==> config.mk <==
export PLATFORM = sky130hd
export DESIGN_NAME = ets_source_select
export DESIGN_NICKNAME = d
export VERILOG_FILES = /design/src/pkg/ets_pkg.sv /design/src/design/ets_source_select.sv /design/src/design/ets_quad_dec.sv
export SDC_FILE = /design/constraint.sdc
export NUM_CORES = 1
export LEC_CHECK = 0
export BUFFER_PORTS_ARGS = -buffer_cell sky130_fd_sc_hd__buf_2
export CAP_MARGIN = 10
export CORE_MARGIN = 10
export CORE_UTILIZATION = 30
export CTS_CLUSTER_DIAMETER = 50
export DETAILED_ROUTE_END_ITERATION = 8
export SLEW_MARGIN = 20
export SYNTH_ARGS = -nofsm -noshare
export SYNTH_HDL_FRONTEND = slang
export SYNTH_SLANG_ARGS = --single-unit
==> constraint.sdc <==
create_clock -name MCLK -period 4.35 [get_ports MCLK]
set_input_delay 0 -clock MCLK [delete_from_list [all_inputs] [get_ports MCLK]]
set_output_delay 0 -clock MCLK [all_outputs]
set_load 0.01 [all_outputs]
==> src/pkg/ets_pkg.sv <==
// Package: constants, carriers and state records for encoder and timing source selection
package ets_pkg;

   // ----------------------------------------------------------------------
   // Setting encodings
   // ----------------------------------------------------------------------
   localparam logic [1:0] ENC_NONE = 2'h0;
   localparam logic [1:0] ENC_DRIVER = 2'h1;
   localparam logic [1:0] ENC_EXTERNAL = 2'h2;
   localparam logic TIM_DIFF_OR_ZERO = 1'h0;
   localparam logic TIM_SINGLE = 1'h1;

   // ----------------------------------------------------------------------
   // Values after reset
   // ----------------------------------------------------------------------
   localparam logic [1:0] ENC_FACTORY = 2'h0;
   localparam logic TIM_FACTORY = 1'h0;
   localparam int POS_W = 32;
   localparam logic [31:0] POS_RST = 32'h0000_0000;
   localparam logic [1:0] PHASE_RST = 2'h0;
   localparam logic [2:0] TSYNC_RST = 3'h0;

   // ----------------------------------------------------------------------
   // Field positions of the timing input vector
   // ----------------------------------------------------------------------
   localparam int TIN_DIFF = 0;
   localparam int TIN_EXTERNAL_ZERO_PULSE = 1;
   localparam int TIN_SINGLE = 2;
   localparam int TIN_N = 3;

   // ----------------------------------------------------------------------
   // Encoder source index in the decoder array
   // ----------------------------------------------------------------------
   localparam int SRC_DRIVER = 0;
   localparam int SRC_EXTERNAL = 1;
   localparam int SRC_N = 2;

   typedef enum logic {
      ETS_BOOT = 1'b0,
      ETS_RUN = 1'b1
   } ets_phase_e;

   // Stored selection settings travel together
   typedef struct packed {
      logic [1:0] enc;
      logic tim;
   } ets_cfg_s;

   // Quadrature decoder state
   typedef struct packed {
      logic [1:0] s1;
      logic [1:0] s2;
      logic [1:0] prev;
   } ets_qd_s;

   // Selector state
   typedef struct packed {
      ets_phase_e phase;
      ets_cfg_s act;
      ets_cfg_s pend;
      logic [TIN_N-1:0] t1;
      logic [TIN_N-1:0] t2;
      logic timing;
      logic signed [POS_W-1:0] count;
      logic signed [POS_W-1:0] fpos;
      logic alarm;
      logic nv_wr;
      ets_cfg_s nv_data;
      logic reject;
   } ets_top_s;

   // Returns {up, down} for one move between two gray phase states
   function automatic logic [1:0] ets_qd_step(input logic [1:0] prev, input logic [1:0] cur);
      logic [3:0] tr;
      tr = {prev, cur};
      unique case (tr)
         4'h1, 4'h7, 4'hE, 4'h8: ets_qd_step = 2'h2;
         4'h2, 4'hB, 4'hD, 4'h4: ets_qd_step = 2'h1;
         default: ets_qd_step = 2'h0;
      endcase
   endfunction

endpackage

==> src/design/ets_source_select.sv <==
// Encoder and home timing source selector with count and feedback position
// Contract
// - Source 0 none, 1 driver, 2 external
// - Count follows selected encoder A/B phases
// - Count scaled to user units as feedback
// - Source 0 holds count at zero
// - Commanded position change may move feedback
// - Zero pulse, not A/B, drives timing
// - Timing setting 1 routes single-ended input
// - Timing 0: diff input or external zero
// - Both zero: home seek that uses timing (HOME_USES_TIMING) raises alarm
// - Changes apply after save and reset
// - Immediate writes allowed; sequence writes refused
`timescale 1ns/1ns
module ets_source_select (
   input wire logic MCLK,
   input wire logic RESET_N,
   input wire logic DRV_PHASE_A,
   input wire logic DRV_PHASE_B,
   input wire logic EXT_PHASE_A,
   input wire logic EXT_PHASE_B,
   input wire logic DRV_DIFF_TIMING_IN,
   input wire logic EXT_ZERO_PULSE,
   input wire logic SINGLE_TIMING_IN,
   input wire logic SET_WR,
   input wire logic SET_FROM_SEQ,
   input wire ets_pkg::ets_cfg_s SET_DATA,
   input wire logic SAVE_PARAMETERS,
   input wire logic NV_VALID,
   input wire ets_pkg::ets_cfg_s NV_CFG,
   input wire logic CMD_POS_LOAD,
   input wire logic signed [31:0] COMMANDED_POSITION,
   input wire logic [4:0] UNIT_SHIFT,
   input wire logic HOME_SEEK_POSITIVE,
   input wire logic HOME_SEEK_NEGATIVE,
   input wire logic HOME_USES_TIMING,
   input wire logic ALARM_CLR,
   output ets_pkg::ets_cfg_s CFG_ACTIVE,
   output ets_pkg::ets_cfg_s CFG_PENDING,
   output logic CFG_READY,
   output logic SET_REJECT,
   output logic NV_WR,
   output ets_pkg::ets_cfg_s NV_WR_DATA,
   output logic signed [31:0] ENCODER_COUNT,
   output logic signed [31:0] FEEDBACK_POSITION,
   output logic TIMING_SIGNAL,
   output logic SYSTEM_ALARM
);

   ets_pkg::ets_top_s st_r;
   ets_pkg::ets_top_s st_nxt;
   logic [ets_pkg::SRC_N-1:0] up;
   logic [ets_pkg::SRC_N-1:0] dn;
   logic [ets_pkg::SRC_N-1:0] ph_a;
   logic [ets_pkg::SRC_N-1:0] ph_b;
   logic [ets_pkg::TIN_N-1:0] tin;
   logic sel_up;
   logic sel_dn;
   logic sel_timing;
   logic seek_req;
   logic set_ok;

   // ----------------------------------------------------------------------
   // Phase decoders, one per encoder source
   // ----------------------------------------------------------------------
   assign ph_a[ets_pkg::SRC_DRIVER] = DRV_PHASE_A;
   assign ph_b[ets_pkg::SRC_DRIVER] = DRV_PHASE_B;
   assign ph_a[ets_pkg::SRC_EXTERNAL] = EXT_PHASE_A;
   assign ph_b[ets_pkg::SRC_EXTERNAL] = EXT_PHASE_B;

   generate
      for (genvar g = 0; g < ets_pkg::SRC_N; g++) begin : g_dec
         ets_quad_dec u_dec (
            .clk(MCLK),
            .rst_n(RESET_N),
            .phase_a(ph_a[g]),
            .phase_b(ph_b[g]),
            .step_up(up[g]),
            .step_dn(dn[g])
         );
      end
   endgenerate

   assign tin[ets_pkg::TIN_DIFF] = DRV_DIFF_TIMING_IN;
   assign tin[ets_pkg::TIN_EXTERNAL_ZERO_PULSE] = EXT_ZERO_PULSE;
   assign tin[ets_pkg::TIN_SINGLE] = SINGLE_TIMING_IN;

   // ----------------------------------------------------------------------
   // Selection muxes driven by the active setting only
   // ----------------------------------------------------------------------
   always_comb begin
      sel_up = 1'b0;
      sel_dn = 1'b0;
      unique case (st_r.act.enc)
         ets_pkg::ENC_DRIVER: begin
            sel_up = up[ets_pkg::SRC_DRIVER];
            sel_dn = dn[ets_pkg::SRC_DRIVER];
         end
         ets_pkg::ENC_EXTERNAL: begin
            sel_up = up[ets_pkg::SRC_EXTERNAL];
            sel_dn = dn[ets_pkg::SRC_EXTERNAL];
         end
         default: begin
            sel_up = 1'b0;
            sel_dn = 1'b0;
         end
      endcase
   end

   // Only synchronised zero pulses reach the timing mux
   always_comb begin
      sel_timing = 1'b0;
      if (st_r.act.tim == ets_pkg::TIM_SINGLE) begin
         sel_timing = st_r.t2[ets_pkg::TIN_SINGLE];
      end else if (st_r.act.enc == ets_pkg::ENC_DRIVER) begin
         sel_timing = st_r.t2[ets_pkg::TIN_DIFF];
      end else if (st_r.act.enc == ets_pkg::ENC_EXTERNAL) begin
         sel_timing = st_r.t2[ets_pkg::TIN_EXTERNAL_ZERO_PULSE];
      end
   end

   assign seek_req = (HOME_SEEK_POSITIVE || HOME_SEEK_NEGATIVE) && HOME_USES_TIMING;
   // Value 3 is not a source; a sequence may only read the setting
   assign set_ok = SET_WR && !SET_FROM_SEQ && (SET_DATA.enc != 2'h3);

   // ----------------------------------------------------------------------
   // Next state
   // ----------------------------------------------------------------------
   always_comb begin
      st_nxt = st_r;
      st_nxt.nv_wr = 1'b0;
      st_nxt.reject = SET_WR && !set_ok;
      st_nxt.t1 = tin;
      st_nxt.t2 = st_r.t1;
      if (st_r.phase == ets_pkg::ETS_BOOT) begin
         // Stored setting is caught one edge after reset release
         st_nxt.phase = ets_pkg::ETS_RUN;
         if (NV_VALID) begin
            st_nxt.act = NV_CFG;
            st_nxt.pend = NV_CFG;
         end else begin
            st_nxt.act.enc = ets_pkg::ENC_FACTORY;
            st_nxt.act.tim = ets_pkg::TIM_FACTORY;
            st_nxt.pend = st_nxt.act;
         end
      end else begin
         // Writes land in the pending copy; the active copy is frozen until reset
         if (set_ok) begin
            st_nxt.pend = SET_DATA;
         end
         if (SAVE_PARAMETERS) begin
            st_nxt.nv_wr = 1'b1;
            st_nxt.nv_data = set_ok ? SET_DATA : st_r.pend;
         end
      end
      st_nxt.timing = sel_timing;
      if (st_r.act.enc == ets_pkg::ENC_NONE) begin
         st_nxt.count = ets_pkg::POS_RST;
      end else if (CMD_POS_LOAD) begin
         // Needs an encoder source selected: with source 0 the count stays at zero and the command is ignored
         st_nxt.count = COMMANDED_POSITION <<< UNIT_SHIFT;
      end else if (sel_up) begin
         st_nxt.count = st_r.count + 32'sh0000_0001;
      end else if (sel_dn) begin
         st_nxt.count = st_r.count - 32'sh0000_0001;
      end
      st_nxt.fpos = st_r.count >>> UNIT_SHIFT;
      if (ALARM_CLR) begin
         st_nxt.alarm = 1'b0;
      end
      // Alarm set wins over a clear in the same cycle
      if (seek_req && (st_r.phase == ets_pkg::ETS_RUN)
            && (st_r.act.enc == ets_pkg::ENC_NONE)
            && (st_r.act.tim == ets_pkg::TIM_DIFF_OR_ZERO)) begin
         st_nxt.alarm = 1'b1;
      end
   end

   always_ff @(posedge MCLK) begin
      if (!RESET_N) begin
         st_r.phase <= ets_pkg::ETS_BOOT;
         st_r.act.enc <= ets_pkg::ENC_FACTORY;
         st_r.act.tim <= ets_pkg::TIM_FACTORY;
         st_r.pend.enc <= ets_pkg::ENC_FACTORY;
         st_r.pend.tim <= ets_pkg::TIM_FACTORY;
         st_r.t1 <= ets_pkg::TSYNC_RST;
         st_r.t2 <= ets_pkg::TSYNC_RST;
         st_r.timing <= 1'b0;
         st_r.count <= ets_pkg::POS_RST;
         st_r.fpos <= ets_pkg::POS_RST;
         st_r.alarm <= 1'b0;
         st_r.nv_wr <= 1'b0;
         st_r.nv_data.enc <= ets_pkg::ENC_FACTORY;
         st_r.nv_data.tim <= ets_pkg::TIM_FACTORY;
         st_r.reject <= 1'b0;
      end else begin
         st_r <= st_nxt;
      end
   end

   // ----------------------------------------------------------------------
   // Outputs
   // ----------------------------------------------------------------------
   assign CFG_ACTIVE = st_r.act;
   assign CFG_PENDING = st_r.pend;
   assign CFG_READY = (st_r.phase == ets_pkg::ETS_RUN);
   assign SET_REJECT = st_r.reject;
   assign NV_WR = st_r.nv_wr;
   assign NV_WR_DATA = st_r.nv_data;
   assign ENCODER_COUNT = st_r.count;
   assign FEEDBACK_POSITION = st_r.fpos;
   assign TIMING_SIGNAL = st_r.timing;
   assign SYSTEM_ALARM = st_r.alarm;

   // ----------------------------------------------------------------------
   // Assertions
   // ----------------------------------------------------------------------
   AST_ENC_DECODE: assert property (@(posedge MCLK) disable iff (!RESET_N)
      CFG_READY |-> (CFG_ACTIVE.enc != 2'h3))
      else $error("active encoder source holds an illegal code");

   AST_COUNT_STEP: assert property (@(posedge MCLK) disable iff (!RESET_N)
      (CFG_READY && CFG_ACTIVE.enc != ets_pkg::ENC_NONE && !CMD_POS_LOAD && sel_up)
      |=> (ENCODER_COUNT == $past(ENCODER_COUNT) + 32'sh0000_0001))
      else $error("selected encoder step did not advance the count");

   AST_FPOS_SCALE: assert property (@(posedge MCLK) disable iff (!RESET_N)
      $stable(UNIT_SHIFT)
      |=> (FEEDBACK_POSITION == ($past(ENCODER_COUNT) >>> $past(UNIT_SHIFT))))
      else $error("feedback position does not follow the scaled count");

   AST_COUNT_ZERO: assert property (@(posedge MCLK) disable iff (!RESET_N)
      (CFG_ACTIVE.enc == ets_pkg::ENC_NONE) [*2] |-> (ENCODER_COUNT == 32'sh0000_0000))
      else $error("count moved while no encoder is selected");

   AST_CMD_LOAD: assert property (@(posedge MCLK) disable iff (!RESET_N)
      (CMD_POS_LOAD && CFG_ACTIVE.enc != ets_pkg::ENC_NONE)
      |=> (ENCODER_COUNT == ($past(COMMANDED_POSITION) <<< $past(UNIT_SHIFT))))
      else $error("commanded position not loaded into the count");

   AST_TIM_SINGLE: assert property (@(posedge MCLK) disable iff (!RESET_N)
      (CFG_ACTIVE.tim == ets_pkg::TIM_SINGLE && CFG_READY)
      |=> (TIMING_SIGNAL == $past(st_r.t2[ets_pkg::TIN_SINGLE])))
      else $error("single-ended timing input not routed");

   AST_TIM_ENC: assert property (@(posedge MCLK) disable iff (!RESET_N)
      (CFG_ACTIVE.tim == ets_pkg::TIM_DIFF_OR_ZERO && CFG_READY)
      |=> (TIMING_SIGNAL == ($past(CFG_ACTIVE.enc) == ets_pkg::ENC_DRIVER
         ? $past(st_r.t2[ets_pkg::TIN_DIFF])
         : ($past(CFG_ACTIVE.enc) == ets_pkg::ENC_EXTERNAL
            ? $past(st_r.t2[ets_pkg::TIN_EXTERNAL_ZERO_PULSE]) : 1'b0))))
      else $error("timing source does not follow the encoder source");

   AST_ALARM_SET: assert property (@(posedge MCLK) disable iff (!RESET_N)
      (seek_req && CFG_READY && CFG_ACTIVE == '0)
      |=> (SYSTEM_ALARM ##1 (SYSTEM_ALARM || $past(ALARM_CLR))))
      else $error("home seek without timing source did not raise alarm");

   AST_ALARM_HOLD: assert property (@(posedge MCLK) disable iff (!RESET_N)
      (SYSTEM_ALARM && !ALARM_CLR) |=> SYSTEM_ALARM)
      else $error("alarm dropped without a clear");

   AST_ALARM_CLEAR: assert property (@(posedge MCLK) disable iff (!RESET_N)
      (ALARM_CLR && !seek_req) |=> !SYSTEM_ALARM)
      else $error("alarm clear had no effect");

   AST_TIM_NONE: assert property (@(posedge MCLK) disable iff (!RESET_N)
      (CFG_READY && CFG_ACTIVE == '0) |=> !TIMING_SIGNAL)
      else $error("timing signal active with no source selected");

   AST_COUNT_DOWN: assert property (@(posedge MCLK) disable iff (!RESET_N)
      (CFG_READY && CFG_ACTIVE.enc != ets_pkg::ENC_NONE && !CMD_POS_LOAD && sel_dn && !sel_up)
      |=> (ENCODER_COUNT == $past(ENCODER_COUNT) - 32'sh0000_0001))
      else $error("selected encoder step did not lower the count");

   AST_SET_ACCEPT: assert property (@(posedge MCLK) disable iff (!RESET_N)
      (CFG_READY && SET_WR && !SET_FROM_SEQ && SET_DATA.enc != 2'h3)
      |=> (CFG_PENDING == $past(SET_DATA) && !SET_REJECT))
      else $error("immediate write not taken into the pending setting");

   AST_SAVE_PULSE: assert property (@(posedge MCLK) disable iff (!RESET_N)
      (SAVE_PARAMETERS && CFG_READY) |=> NV_WR)
      else $error("save did not write the store");

   AST_NV_QUIET: assert property (@(posedge MCLK) disable iff (!RESET_N)
      !SAVE_PARAMETERS |=> !NV_WR)
      else $error("store written without a save");

   AST_READY_RISE: assert property (@(posedge MCLK) disable iff (!RESET_N)
      !$past(RESET_N) |-> (!CFG_READY ##1 CFG_READY))
      else $error("ready did not rise on the second edge after reset");

   AST_ACTIVE_FROZEN: assert property (@(posedge MCLK) disable iff (!RESET_N)
      CFG_READY |=> $stable(CFG_ACTIVE))
      else $error("active setting changed without a reset");

   AST_SEQ_READONLY: assert property (@(posedge MCLK) disable iff (!RESET_N)
      (CFG_READY && SET_WR && SET_FROM_SEQ) |=> ($stable(CFG_PENDING) && SET_REJECT))
      else $error("sequence write changed the setting");

endmodule

==> src/design/ets_quad_dec.sv <==
// Quadrature phase synchroniser and step decoder
`timescale 1ns/1ns
module ets_quad_dec (
   input wire logic clk,
   input wire logic rst_n,
   input wire logic phase_a,
   input wire logic phase_b,
   output logic step_up,
   output logic step_dn
);

   ets_pkg::ets_qd_s st_r;
   ets_pkg::ets_qd_s st_nxt;
   logic [1:0] dir;

   // ----------------------------------------------------------------------
   // Two-stage synchroniser, then edge compare on the second stage only
   // ----------------------------------------------------------------------
   always_comb begin
      st_nxt = st_r;
      st_nxt.s1 = {phase_a, phase_b};
      st_nxt.s2 = st_r.s1;
      st_nxt.prev = st_r.s2;
   end

   // Keeps sampling through reset: clearing it would fake a step when a pin rests high
   always_ff @(posedge clk) begin
      st_r <= st_nxt;
   end

   // A double-step (both phases flip) is dropped rather than guessed
   assign dir = rst_n ? ets_pkg::ets_qd_step(st_r.prev, st_r.s2) : 2'h0;
   assign step_up = dir[1];
   assign step_dn = dir[0];

endmodule

# ---- Word level (Yosys, flattened, before mapping)
# Memories as Yosys holds them, arrays and structs flattened. A register that Yosys moved wholly into a read port is not among the register bits.
# Index checks and enable logic that the tools add are counted.
# W data, S select, Z words.
dict set report totals {
  wordCells 62
  latch_bits 0
  n_memories 2
  ff_bits 92
  mem_bits_ro 64
  out_inout_bits 78
  mem_bits_rw 0
  in_bits 61
}
dict set report classes {
  mux 16
  shift 2
  magnitude_cmp 0
  n_addsub 2
  n_reduce_logical 16
  multipliers 0
  bitwise_logic 2
  n_div 0
  n_eq_ne 3
}
# memory depth word_bits read_ports rd_clocked_by_memory_dff write_ports line_no
set mem_list {}
lappend mem_list {{(no name shown)} 16 2 1 1 0 ets_pkg.sv:76} ;# unique case (tr)
lappend mem_list {{(no name shown)} 16 2 1 1 0 ets_pkg.sv:76}
# op count
set op_table {}
lappend op_table {{$mux W32} 3}
lappend op_table {{$add A32 B2 Y32 const B} 1}
lappend op_table {{$sshl A32 B5 Y32} 1}
lappend op_table {{$sshr A32 B5 Y32} 1}
lappend op_table {{$sub A32 B2 Y32 const B} 1}
lappend op_table {{$logic_and A1 B1 Y1} 7}
lappend op_table {{$mux W3} 2}
lappend op_table {{$mux W6} 1}
lappend op_table {{$mux W1} 5}
lappend op_table {{$mux W2} 2}
lappend op_table {{$mux W4} 1}
lappend op_table {{$pmux W1 S2} 2}
lappend op_table {{$reduce_and A2 Y1} 2}
lappend op_table {{$reduce_bool A3 Y1} 1}
lappend op_table {{$eq A2 B1 Y1 const B} 1}
lappend op_table {{$eq A2 B2 Y1 const B} 1}
lappend op_table {{$logic_not A1 Y1} 2}
lappend op_table {{$logic_not A2 Y1} 1}
lappend op_table {{$ne A2 B2 Y1 const B} 1}
lappend op_table {{$not A1 Y1} 2}
lappend op_table {{$reduce_bool A2 Y1} 1}
lappend op_table {{$reduce_or A2 Y1} 1}
lappend op_table {{$logic_or A1 B1 Y1} 1}

# ---- Depth between registers and ports, before layout
# Gate-level depths: netlist (run 1).
dict set report logic_depth {
  depth_word 6
  mapped_depth 15
  ltp_nobuf 14
}

# ---- By module
# A second synthesis (run 1) with hierarchy kept.
dict set report unflattened {
  cells_unflattened 1093
  area_unflattened_um2 8508.2
}
# mod area_per_inst_um2 n_inst cells_per_inst seq_area_each_um2
set modules_own_cells {}
lappend modules_own_cells {ets_source_select 8187.9 1 1069 1681.6}
lappend modules_own_cells {ets_quad_dec 160.2 2 12 120.1}

# ---- Least setup slack after synthesis (run 1)
# No wires, ideal clock.
dict set report synth_path {
  path_kind {flip-flop to flip-flop}
  startpoint {register st_r, in the netlist CFG_ACTIVE[1]}
  endpoint {register st_r, in the netlist ENCODER_COUNT[17]}
  arrival_ns 3.419
  required_time_ns 4.234
  path_stages_with_launch 16
  path_buffers 1
  synth_period_minus_slack_ns 3.535
  path_slack_ns 0.815
  setup_time_ns 0.116
  cell_sequence {dfxtp_1 inv_1 ha_1 nand2_1 nor2_1 inv_1 ha_1 buf_2 nand2_1 o211ai_1 a2111oi_2 o21bai_1 a41oi_1 xor2_1 o221ai_1 o211a_1}
}
dict set report synth_between {
  elab_chain_len 4
  elab_cells_between_ends 9
  classes_between {eq/ne (2); mux (4); reduce/logical (3)}
}
# element line_no
set synth_lines {}
lappend synth_lines {{start, declared} ets_source_select.sv:50} ;# ets_pkg::ets_top_s st_r;
lappend synth_lines {{start signal, assigned} ets_source_select.sv:197} ;# st_r <= st_nxt;
lappend synth_lines {{$eq A2 B2 Y1 / $eq A2 B1 Y1 (equally long branches)} ets_source_select.sv:94} ;# unique case (st_r.act.enc)
lappend synth_lines {{$pmux W1 S2} ets_source_select.sv:94}
lappend synth_lines {{$mux W32} ets_source_select.sv:162} ;# end else if (sel_up) begin
lappend synth_lines {{$mux W32} ets_source_select.sv:159} ;# end else if (CMD_POS_LOAD) begin
# Several ways; a longest one is shown, not always the timed one.
# A chain may end at the register's enable or synchronous reset.

# ---- Worst setup path in the final report (run 1)
dict set report layout_path {
  startpoint {register st_r, in the netlist CFG_ACTIVE[2]}
  endpoint {register st_r, in the netlist ENCODER_COUNT[25]}
}
# The elaborated chain is that of the path after synthesis.

==> impl_metrics.json, run 1 <==
{
  "setup_viol": 0,
  "path_cells": "inv_1 > ha_1 > a22oi_1 > nor2_1 > inv_1 > buf_4 > ha_1 > and4_1 > a41o_1 > a31oi_1 > o21ai_1 > a211oi_1 > o311ai_1 > mux2i_1 > o21ai_1",
  "postCtsResizedCells": 0,
  "max-vdd-ir-drop_mv": 0.163,
  "viasPerCell": 5.50,
  "critPathCaptureType": "register",
  "power_density_nw_per_um2": 261,
  "row_count": 62,
  "cts_sinks": 96,
  "post-route-period-util_pct": 89.7,
  "worst_slew_pin_slew_ns": 0.853,
  "min_period_ns": 3.90,
  "rsz0062_at_grt": "false",
  "routed-via-count": 8314,
  "yosysWarnings": 0,
  "max_stage_delay_ns": 0.42,
  "grt_pass1_wl_um": 45200,
  "num-nets-final": 1219,
  "first_pass_iters": 5,
  "post-dp-hpwl_um": 22800,
  "drive_gt1_share_pct": 21.7,
  "antenna_cells": 0,
  "path_max_fanout": 17,
  "critPathBufInv": 3,
  "fin_skew_ns": 0.0174,
  "cts_buffers": 9,
  "ys_seq_area_share_pct": 21.8,
  "synth_edf_count": 0,
  "cts_buffer_depth": 2,
  "grt.total_usage_pct": 15.4,
  "grt_remaining_overflow": 0,
  "io_buffer_count": 138,
  "final_cell_mix": "nand2_1, buf_2, nor2_1",
  "worstHoldPathType": "input pin to register",
  "synth_fp_nets": 1191,
  "mostFrequentLayoutCell": "nand2_1",
  "dp.cells": 1478,
  "path_delay_family": "compound AO/OA/AOI/OAI gates",
  "worstSkewPairLatency_ns": 0.36,
  "pin_count": 139,
  "gp_congestion": 0.926,
  "wire_per_inst_um": 19.4,
  "wirelength_um": 29300,
  "drv_slew": 0,
  "grt_pass1_vias": 7740,
  "h-tree-depth": 3,
  "syn_inst": 1095,
  "final_cell_count_no_fill": 1512,
  "ant_nets": 0,
  "synth_area_per_cell_um2": 8.05,
  "path_class": "register to register",
  "drt_iter0_drc": 937,
  "async_flop_share_pct": 0,
  "status": "completed",
  "die_h_um": 191,
  "clk_pin_slew_ns": 0.08,
  "die_x_um": 191,
  "antenna_found_initial": 0,
  "hold_violations": 0,
  "grt_max_degree": 69,
  "p_leak_nw": 4.17,
  "max_cap_viol_count": 0,
  "initial_core_util_pct": 30.6,
  "synth_flop_cell": "dfxtp_1",
  "mappedNetlistArea_um2": 8820,
  "timing.fmax_mhz": 256,
  "cts_tree": "yes",
  "arrival_ns": 4.15,
  "critPathLaunchType": "register",
  "area_growth_pct": 9.50,
  "max_slew_margin_pct": 43.1,
  "ys_types": 76,
  "core_um2": 28900,
  "dieArea_um2": 36700,
  "cts_root_buf": "clkbuf_16",
  "critPathSlowestCell": "inv_1",
  "drc": 0,
  "synth_seq_cells": 96,
  "fin_tns_setup_ns": 0,
  "cp.required_ns": 4.60
}
## cells by family (layout without fill, tap and decap cells)
group | Yosys count | in the layout | synth area share (%)
xor gates and xnor gates | 23 | 23 | 2.28
buffers and inverters | 171 | 204 | 11.2
DFF | 96 | 96 | 21.8
muxes | 103 | 103 | 19.4
adders and majority gates | 35 | 35 | 5.05
and+or+nand+nor | 362 | 362 | 18.0
AOI/OAI and AO/OA | 305 | 305 | 22.3
## final cells by class
| cell class | instances | area (um^2) |
|---|---|---|
| Clock buffer | 9 | 225 |
| Clock inverter | 7 | 60.1 |
| Fill cell | 3080 | 19200 |
| Inverter | 18 | 67.6 |
| Multi-Input combinational cell | 828 | 5910 |
| Sequential cell | 96 | 1920 |
| Tap cell | 384 | 480 |
| Timing Repair Buffer | 170 | 996 |
## sequential cells by signal, indices dropped and copies added, names as in the netlist, named ones only
signal	count
SET_REJECT	1
st_nxt	3
st_r	3
CFG_READY	1
NV_WR	1
FEEDBACK_POSITION	32
TIMING_SIGNAL	1
CFG_PENDING	3
SYSTEM_ALARM	1
NV_WR_DATA	3
CFG_ACTIVE	3
g_dec.u_dec.st_nxt	8
ENCODER_COUNT	32
## per-layer routing
layer / global-route usage [%] / vias up / share of wire [%]
li1: - / 3999 / -
met1: 20.4 / 3915 / 43
met2: 24.5 / 345 / 46
met3: 2.61 / 55 / 8.0
met4: 6.16 / 0 / 3.2
met5: 0 / - / 0
## final timing paths
| check | startpoint | end | slack, ns | cells past startpoint |
|---|---|---|---|---|
| min | RESET_N | CFG_READY | 0.02 | 2 |
| max | CFG_ACTIVE[2] | ENCODER_COUNT[25] | 0.45 | 15 |
| max reg2reg | CFG_ACTIVE[2] | ENCODER_COUNT[25] | 0.45 | 15 |
| min reg2reg | g_dec[0].u_dec.st_nxt[2] | g_dec[0].u_dec.st_nxt[0] | 0.37 | 0 |
## stage by stage
stage	instance area [um^2]	worst slack (ns)	hold WS [ns]	util, %	power (W)
2_1_floorplan	8820	0.815	0.0277	-	0.00154
3_3_place_gp	9180	0.592	0.103	31.8	0.00173
3_5_place_dp	9180	0.517	0.104	31.8	0.00174
4_1_cts	9630	0.503	0.0219	33.4	0.00253
5_1_grt	9660	0.0865	0.0224	33.5	0.00265
6_report	9660	0.446	0.0224	33.5	0.00252
## synthesized netlist by cell type, types with 10 or more instances
cell type / n / share of area, %
nor2_1: 113 / 4.8
buf_2: 18 / 1.0
mux4_2: 53 / 14
a21oi_1: 103 / 5.8
buf_4: 77 / 6.6
o21ai_1: 26 / 1.5
clkbuf_1: 46 / 2.0
mux2i_1: 39 / 4.4
and3_1: 12 / 0.85
a31oi_1: 12 / 0.85
nand2_1: 144 / 6.1
o211ai_1: 14 / 1.2
dfxtp_1: 96 / 22
xnor2_1: 14 / 1.4
and2_1: 18 / 1.3
nor3_1: 15 / 0.85
inv_1: 15 / 0.64
mux2_2: 10 / 1.3
a211oi_1: 17 / 1.4
nand3_1: 28 / 1.6
ha_1: 34 / 4.8
o21ai_0: 45 / 2.6
## power by group
part	internal [W]	switching, W
clock network	0.000399	0.000378
registers	0.000915	0.0000330
logic	0.000335	0.000460
## worst reg2reg max path: stages (launching register included)
cell,delay [ns]
dfxtp_1,0.38
inv_1,0.08
ha_1,0.23
a22oi_1,0.20
nor2_1,0.08
inv_1,0.42
buf_4,0.35
ha_1,0.34
and4_1,0.24
a41o_1,0.24
a31oi_1,0.26
o21ai_1,0.12
a211oi_1,0.42
o311ai_1,0.18
mux2i_1,0.18
o21ai_1,0.08
## what timing repair did
item	in CTS	in global routing
hold buffers	17	0
endpoints found under the hold margin	17	0
buffers inserted	0	0
Note: power is estimated with default switching activity, not from simulation.
==> run 2: changes to the inputs <==
- CORE_ASPECT_RATIO: unset -> 1.25
- GPL_ROUTABILITY_DRIVEN: unset -> 1
- SYNTH_HIERARCHICAL: unset -> 1
==> impl_metrics.json, run 2 <==
{
  "synth_xor_area_share_pct": 2.47,
  "num-nets-final": 1222,
  "mostFrequentLayoutCell": "buf_2",
  "grt_remaining_overflow": 0,
  "power_density_nw_per_um2": 268,
  "cts_tree": "yes",
  "place_area_um2": 8900,
  "initial_core_util_pct": 30.6,
  "synth_top_family_by_area": "compound AO/OA/AOI/OAI gates",
  "clk_pin_slew_ns": 0.08,
  "grt.total_usage_pct": 15.5,
  "drv_slew": 0,
  "synth-simple-area-share_pct": 18.4,
  "drive_gt1_share_pct": 19.8,
  "path_max_fanout": 36,
  "io_buffer_count": 138,
  "path_class": "register to register",
  "drc": 0,
  "worstHoldPathType": "input pin to register",
  "rsz0062_at_grt": "false",
  "worstSkewPairLatency_ns": 0.37,
  "routed-via-count": 8099,
  "grt_max_degree": 79,
  "grt_pass1_vias": 7688,
  "yosysTopAreaCellShare_pct": 22.6,
  "cp.required_ns": 4.61,
  "setup_viol": 0,
  "arrival_ns": 3.91,
  "post_cts_buffers": 0,
  "max_cap_viol_count": 0,
  "critPathCaptureType": "register",
  "antenna_found_initial": 1,
  "cts_sinks": 96,
  "cts_root_buf": "clkbuf_16",
  "cts_buffers": 9,
  "postLayoutCellArea_um2": 9380,
  "status": "completed",
  "die_x_um": 171,
  "postCtsResizedCells": 0,
  "min_from": "RESET_N",
  "synthAdderAreaFrac_pct": 5.24,
  "dieArea_um2": 35500,
  "hold_violations": 0,
  "drt_iter0_drc": 523,
  "timing.fmax_mhz": 274,
  "fin_tns_setup_ns": 0,
  "final_cell_mix": "buf_2, nand2_1, nor2_1",
  "synth_fp_nets": 1189,
  "fin_skew_ns": 0.0205,
  "final_cell_count_no_fill": 1481,
  "core_um2": 27800,
  "async_flop_share_pct": 0,
  "ys_seq_area_share_pct": 22.6,
  "grt_pass1_wl_um": 43600,
  "wire_per_inst_um": 19.2,
  "pin_count": 139,
  "synth_compound_gate_area_share_pct": 23.5,
  "yosysWarnings": 6,
  "syn_inst": 1093,
  "post-route-period-util_pct": 83.9,
  "ant_nets": 0,
  "synth_area_leaders": "dfxtp_1, mux2i_1, mux4_2",
  "h-tree-depth": 3,
  "die_h_um": 208,
  "synth_largest_area_cell": "dfxtp_1",
  "wirelength_um": 28500,
  "min_period_ns": 3.65,
  "synth_seq_cells": 96,
  "row_count": 68,
  "worst_slew_pin_slew_ns": 0.973,
  "ys_types": 68,
  "mappedNetlistArea_um2": 8510,
  "yosysMostFrequentCell": "nand2_1",
  "startpoint": "CFG_ACTIVE[1]",
  "first_pass_iters": 5,
  "dp.cells": 1448,
  "p_leak_nw": 4.18,
  "synth_area_per_cell_um2": 7.78,
  "synth_common_cells": "nand2_1, nor2_1, a21oi_1",
  "viasPerCell": 5.47,
  "max_slew_margin_pct": 35.1,
  "critPathLaunchType": "register",
  "max-vdd-ir-drop_mv": 0.192,
  "post-dp-hpwl_um": 22100,
  "postCtsHoldBufs": 17,
  "area_growth_pct": 10.3,
  "antenna_cells": 0,
  "cts_buffer_depth": 2,
  "synth_flop_cell": "dfxtp_1",
  "timing.rr.start": "CFG_ACTIVE[1]",
  "muxShareOfSynthArea_pct": 17.3,
  "gp_congestion": 0.939,
  "synth_edf_count": 0
}
[run 2: cells by family after synthesis]
group,after synthesis
flip-flops,96
AO/OA/AOI/OAI,316
AND/OR/NAND/NOR,349
buffers and inverters,161
adder cells (fa/ha/maj),35
multiplexers,112
XOR/XNOR,24
[run 2: area by class of cell]
type	count	area, um^2
Sequential cell	96	1920
Inverter	16	60.1
Multi-Input combinational cell	836	5690
Timing Repair Buffer	167	966
Clock inverter	7	81.3
Fill cell	2936	18400
Tap cell	350	438
Clock buffer	9	225
[run 2: through the flow]
step / utilization [%] / setup WS, ns / hold WS (ns) / power (W)
floorplan: - / 0.585 / 0.0277 / 0.00152
global placement: 32.0 / 0.813 / 0.103 / 0.00171
detailed placement: 32.0 / 0.738 / 0.104 / 0.00171
CTS: 33.7 / 0.706 / 0.00193 / 0.00253
global route: 33.7 / 0.396 / 0.0231 / 0.00263
finish: 33.7 / 0.700 / 0.00912 / 0.00251
[run 2: final timing paths]
check                                                end  slack (ns)  cells past startpoint
worst max register to register         ENCODER_COUNT[27]        0.70                     15
worst min-delay path                           CFG_READY       0.009                      1
worst max-delay path                   ENCODER_COUNT[27]        0.70                     15
worst min register to register  g_dec[0].u_dec/st_nxt[0]        0.37                      0
[run 2: critical path: stages, from the launching register on]
cell and delay [ns]:
dfxtp_1 0.37, inv_1 0.08, ha_1 0.23, a22o_1 0.23
nand2_1 0.11, buf_12 0.21, ha_1 0.28, a211oi_2 0.29
o211ai_1 0.15, a21oi_2 0.24, o31ai_2 0.15, a2111o_1 0.51
a41oi_2 0.22, xnor2_1 0.15, o22ai_1 0.09, o221a_1 0.22
[run 2: per-layer routing]
layer / global-route usage [%] / part of all wire, %
met5: 0 / 0.046
met2: 27.3 / 51
met4: 6.68 / 3.7
met3: 2.84 / 6.4
met1: 17.7 / 39
[run 2: power breakdown]
part	total [W]	leakage [nW]	internal (W)	switching (W)
registers	0.000948	0.785	0.000916	0.0000324
logic	0.000763	3.24	0.000308	0.000455
clock network	0.000800	0.150	0.000409	0.000390
total	0.00251	4.18	0.00163	0.000877
==> run 3: changes to the inputs <==
- ABC_AREA: unset -> 1
- clock period: 4.35 -> 3.28 ns (I/O delays scaled with it)
==> impl_metrics.json, run 3 <==
{
  "timing.fmax_mhz": 351,
  "drc": 0,
  "final_cell_count_no_fill": 2121,
  "num-nets-final": 1806,
  "p_int_w": 0.00234,
  "grt_pass1_vias": 9601,
  "post_cts_buffers": 0,
  "worst_slew_pin_slew_ns": 0.908,
  "arrival_ns": 3.14,
  "max_stage_delay_ns": 0.37,
  "max-vdd-ir-drop_mv": 0.244,
  "status": "completed",
  "r2r_setup_slack_ns": 0.43,
  "synth_fp_nets": 1776,
  "async_flop_share_pct": 0,
  "yosysWarnings": 6,
  "clk_pin_slew_ns": 0.07,
  "fin_skew_ns": 0.0155,
  "cts_sinks": 96,
  "grt_pass1_wl_um": 51100,
  "drive_gt1_share_pct": 11.0,
  "seqCellArea_um2": 1920,
  "worstHoldPathType": "input pin to register",
  "final_cell_mix": "nand2_1, nand3_1, inv_1",
  "die_h_um": 217,
  "first_pass_iters": 5,
  "cts_root_buf": "clkbuf_16",
  "multi_input_area_um2": 5790,
  "yosysTopAreaCellShare_pct": 23.5,
  "path_cells": "inv_1 > ha_1 > nand2_1 > nand2_1 > nand2_1 > buf_4 > ha_1 > nor2_1 > inv_1 > nand3_1 > nand2_1 > nand2_1 > nand2_1 > nand2_1 > nand2_1 > nand2_1 > nand3_1 > a21oi_1",
  "power_density_nw_per_um2": 354,
  "min_from": "SAVE_PARAMETERS",
  "synth_area_leaders": "nand2_1, dfxtp_1, nand3_1",
  "min_to": "NV_WR_DATA[1]",
  "row_count": 72,
  "p_comb_share_pct": 31.8,
  "area_growth_pct": 9.95,
  "worstSkewPairLatency_ns": 0.36,
  "dieArea_um2": 38700,
  "synth_largest_area_cell": "nand2_1",
  "p_sw_w": 0.00130,
  "pin_count": 139,
  "fin_tns_setup_ns": 0,
  "grt_max_degree": 68,
  "drv_slew": 0,
  "syn_inst": 1680,
  "synth_flop_cell": "dfxtp_1",
  "cts_buffers": 9,
  "postLayoutCellArea_um2": 10300,
  "antenna_found_initial": 1,
  "viasPerCell": 4.92,
  "min_path_cells": 4,
  "timing.rr.start": "CFG_ACTIVE[1]",
  "max_slew_margin_pct": 39.4,
  "cts_tree": "yes",
  "routed-via-count": 10432,
  "power.total_w": 0.00364,
  "path_max_fanout": 29,
  "rsz0062_at_grt": "false",
  "setup_viol": 0,
  "ff2ff_path_depth": 18,
  "cts_buffer_depth": 2,
  "ant_nets": 0,
  "ys_seq_area_share_pct": 20.6,
  "post-route-period-util_pct": 86.9,
  "die_x_um": 178,
  "yosysMostFrequentCell": "nand2_1",
  "fillers": 3503,
  "max_cap_viol_count": 0,
  "switching_share_pct": 35.7,
  "io_buffer_count": 138,
  "synth_area_per_cell_um2": 5.56,
  "wire_per_inst_um": 15.5,
  "synth_edf_count": 0,
  "path_class": "register to register",
  "wirelength_um": 32800,
  "post-dp-hpwl_um": 25900,
  "ys_types": 38,
  "critPathCaptureType": "register",
  "dp.cells": 2087,
  "antenna_cells": 0,
  "p_clk_share_pct": 33.7,
  "synth_seq_cells": 96,
  "grt_remaining_overflow": 0,
  "mostFrequentLayoutCell": "nand2_1",
  "min_period_ns": 2.85,
  "synth_common_cells": "nand2_1, nand3_1, inv_1",
  "critPathSlowestCell": "dfxtp_1",
  "cp.required_ns": 3.57,
  "drt_iter0_drc": 754,
  "hold_violations": 0,
  "grt.total_usage_pct": 16.4,
  "setup_slack_ns": 0.429,
  "critPathLaunchType": "register",
  "core_um2": 30800,
  "mappedNetlistArea_um2": 9350,
  "reg2reg_to": "ENCODER_COUNT[21]",
  "dp_slack_ns": 0.478,
  "crit_path_frequent_cell": "nand2_1",
  "initial_core_util_pct": 30.3,
  "p_leak_nw": 5.53,
  "h-tree-depth": 3,
  "share_seq_of_total_power_pct": 34.4,
  "gp_congestion": 0.940,
  "place_area_um2": 9740
}
[run 3: cell types whose count changed after synthesis, sizes merged, moves of 15 or more]
| cell | before | now |
|---|---|---|
| nand2 | 129 | 586 |
| nand3 | 22 | 259 |
| inv | 16 | 183 |
| mux2i | 67 | 0 |
| o21ai | 75 | 104 |
| and2 | 27 | 1 |
| mux4 | 26 | 0 |
| a211oi | 26 | 1 |
| buf | 99 | 124 |
| mux2 | 19 | 0 |
| a21o | 16 | 1 |
| clkbuf | 46 | 31 |
[run 3: cell type report]
| cell class | instances | share of cell area (%) |
|---|---|---|
| Inverter | 184 | 6.72 |
| Clock buffer | 9 | 2.19 |
| Multi-Input combinational cell | 1245 | 56.3 |
| Sequential cell | 96 | 18.7 |
| Timing Repair Buffer | 174 | 9.94 |
| Clock inverter | 6 | 1.17 |
| Tap cell | 407 | 4.96 |
[run 3: cell families (layout without fill, tap and decap cells)]
kind of cell | count (synthesis) | after routing | share of synthesized area, %
xor gates and xnor gates | 1 | 1 | 0.0937
adders and majority gates | 35 | 35 | 4.77
and+or+nand+nor | 970 | 970 | 43.2
buffers and inverters | 339 | 373 | 17.6
AOI/OAI and AO/OA | 239 | 239 | 13.8
DFF | 96 | 96 | 20.6
[run 3: critical path, delay by kind of cell (launching register included)]
kind	cells	cell delay, ns
and+or+nand+nor	12	1.17
adders and majority gates	2	0.58
buffers and inverters	3	0.47
DFF	1	0.37
AOI/OAI and AO/OA	1	0.16
[run 3: what timing repair did]
action / 4_1_cts / 5_1_grt
hold endpoints to repair: 17 / 0
hold buffers: 19 / 0
resized for setup: 0 / 0
[run 3: routing by layer]
layer	GRT usage, %	up-vias	part of all wire (%)
li1	-	5396	-
met1	19.6	4702	42
met2	29.0	275	50
met3	2.18	57	4.4
met4	5.90	2	3.0
met5	0	-	0.037
[run 3: worst max-delay path by stage]
stage / from / endpoint / slack (ns)
after floorplan: CFG_ACTIVE[1] / ENCODER_COUNT[13] / 0.47
after global placement: CFG_ACTIVE[1] / ENCODER_COUNT[21] / 0.51
after detailed placement: CFG_ACTIVE[1] / ENCODER_COUNT[21] / 0.48
after CTS: CFG_ACTIVE[1] / ENCODER_COUNT[21] / 0.46
after global routing: CFG_ACTIVE[2] / ENCODER_COUNT[21] / 0.20
final: CFG_ACTIVE[1] / ENCODER_COUNT[21] / 0.43
[run 3: power by group through the flow]
stage                     Clock (W)  Sequential [W]  Combinational [W]
after CTS                   0.00125         0.00125            0.00115
after floorplan                   0         0.00127           0.000857
after detailed placement          0         0.00128            0.00113
final                       0.00123         0.00125            0.00116
after global placement            0         0.00128            0.00112
after global routing        0.00129         0.00126            0.00131
[run 3: per-stage QoR]
step                      hold WS [ns]  utilization (%)
after detailed placement         0.104             31.6
final                           0.0249             33.4
after global routing            0.0372             33.4
after global placement           0.103             31.6
after floorplan                 0.0277                -
after CTS                     0.000680             33.4
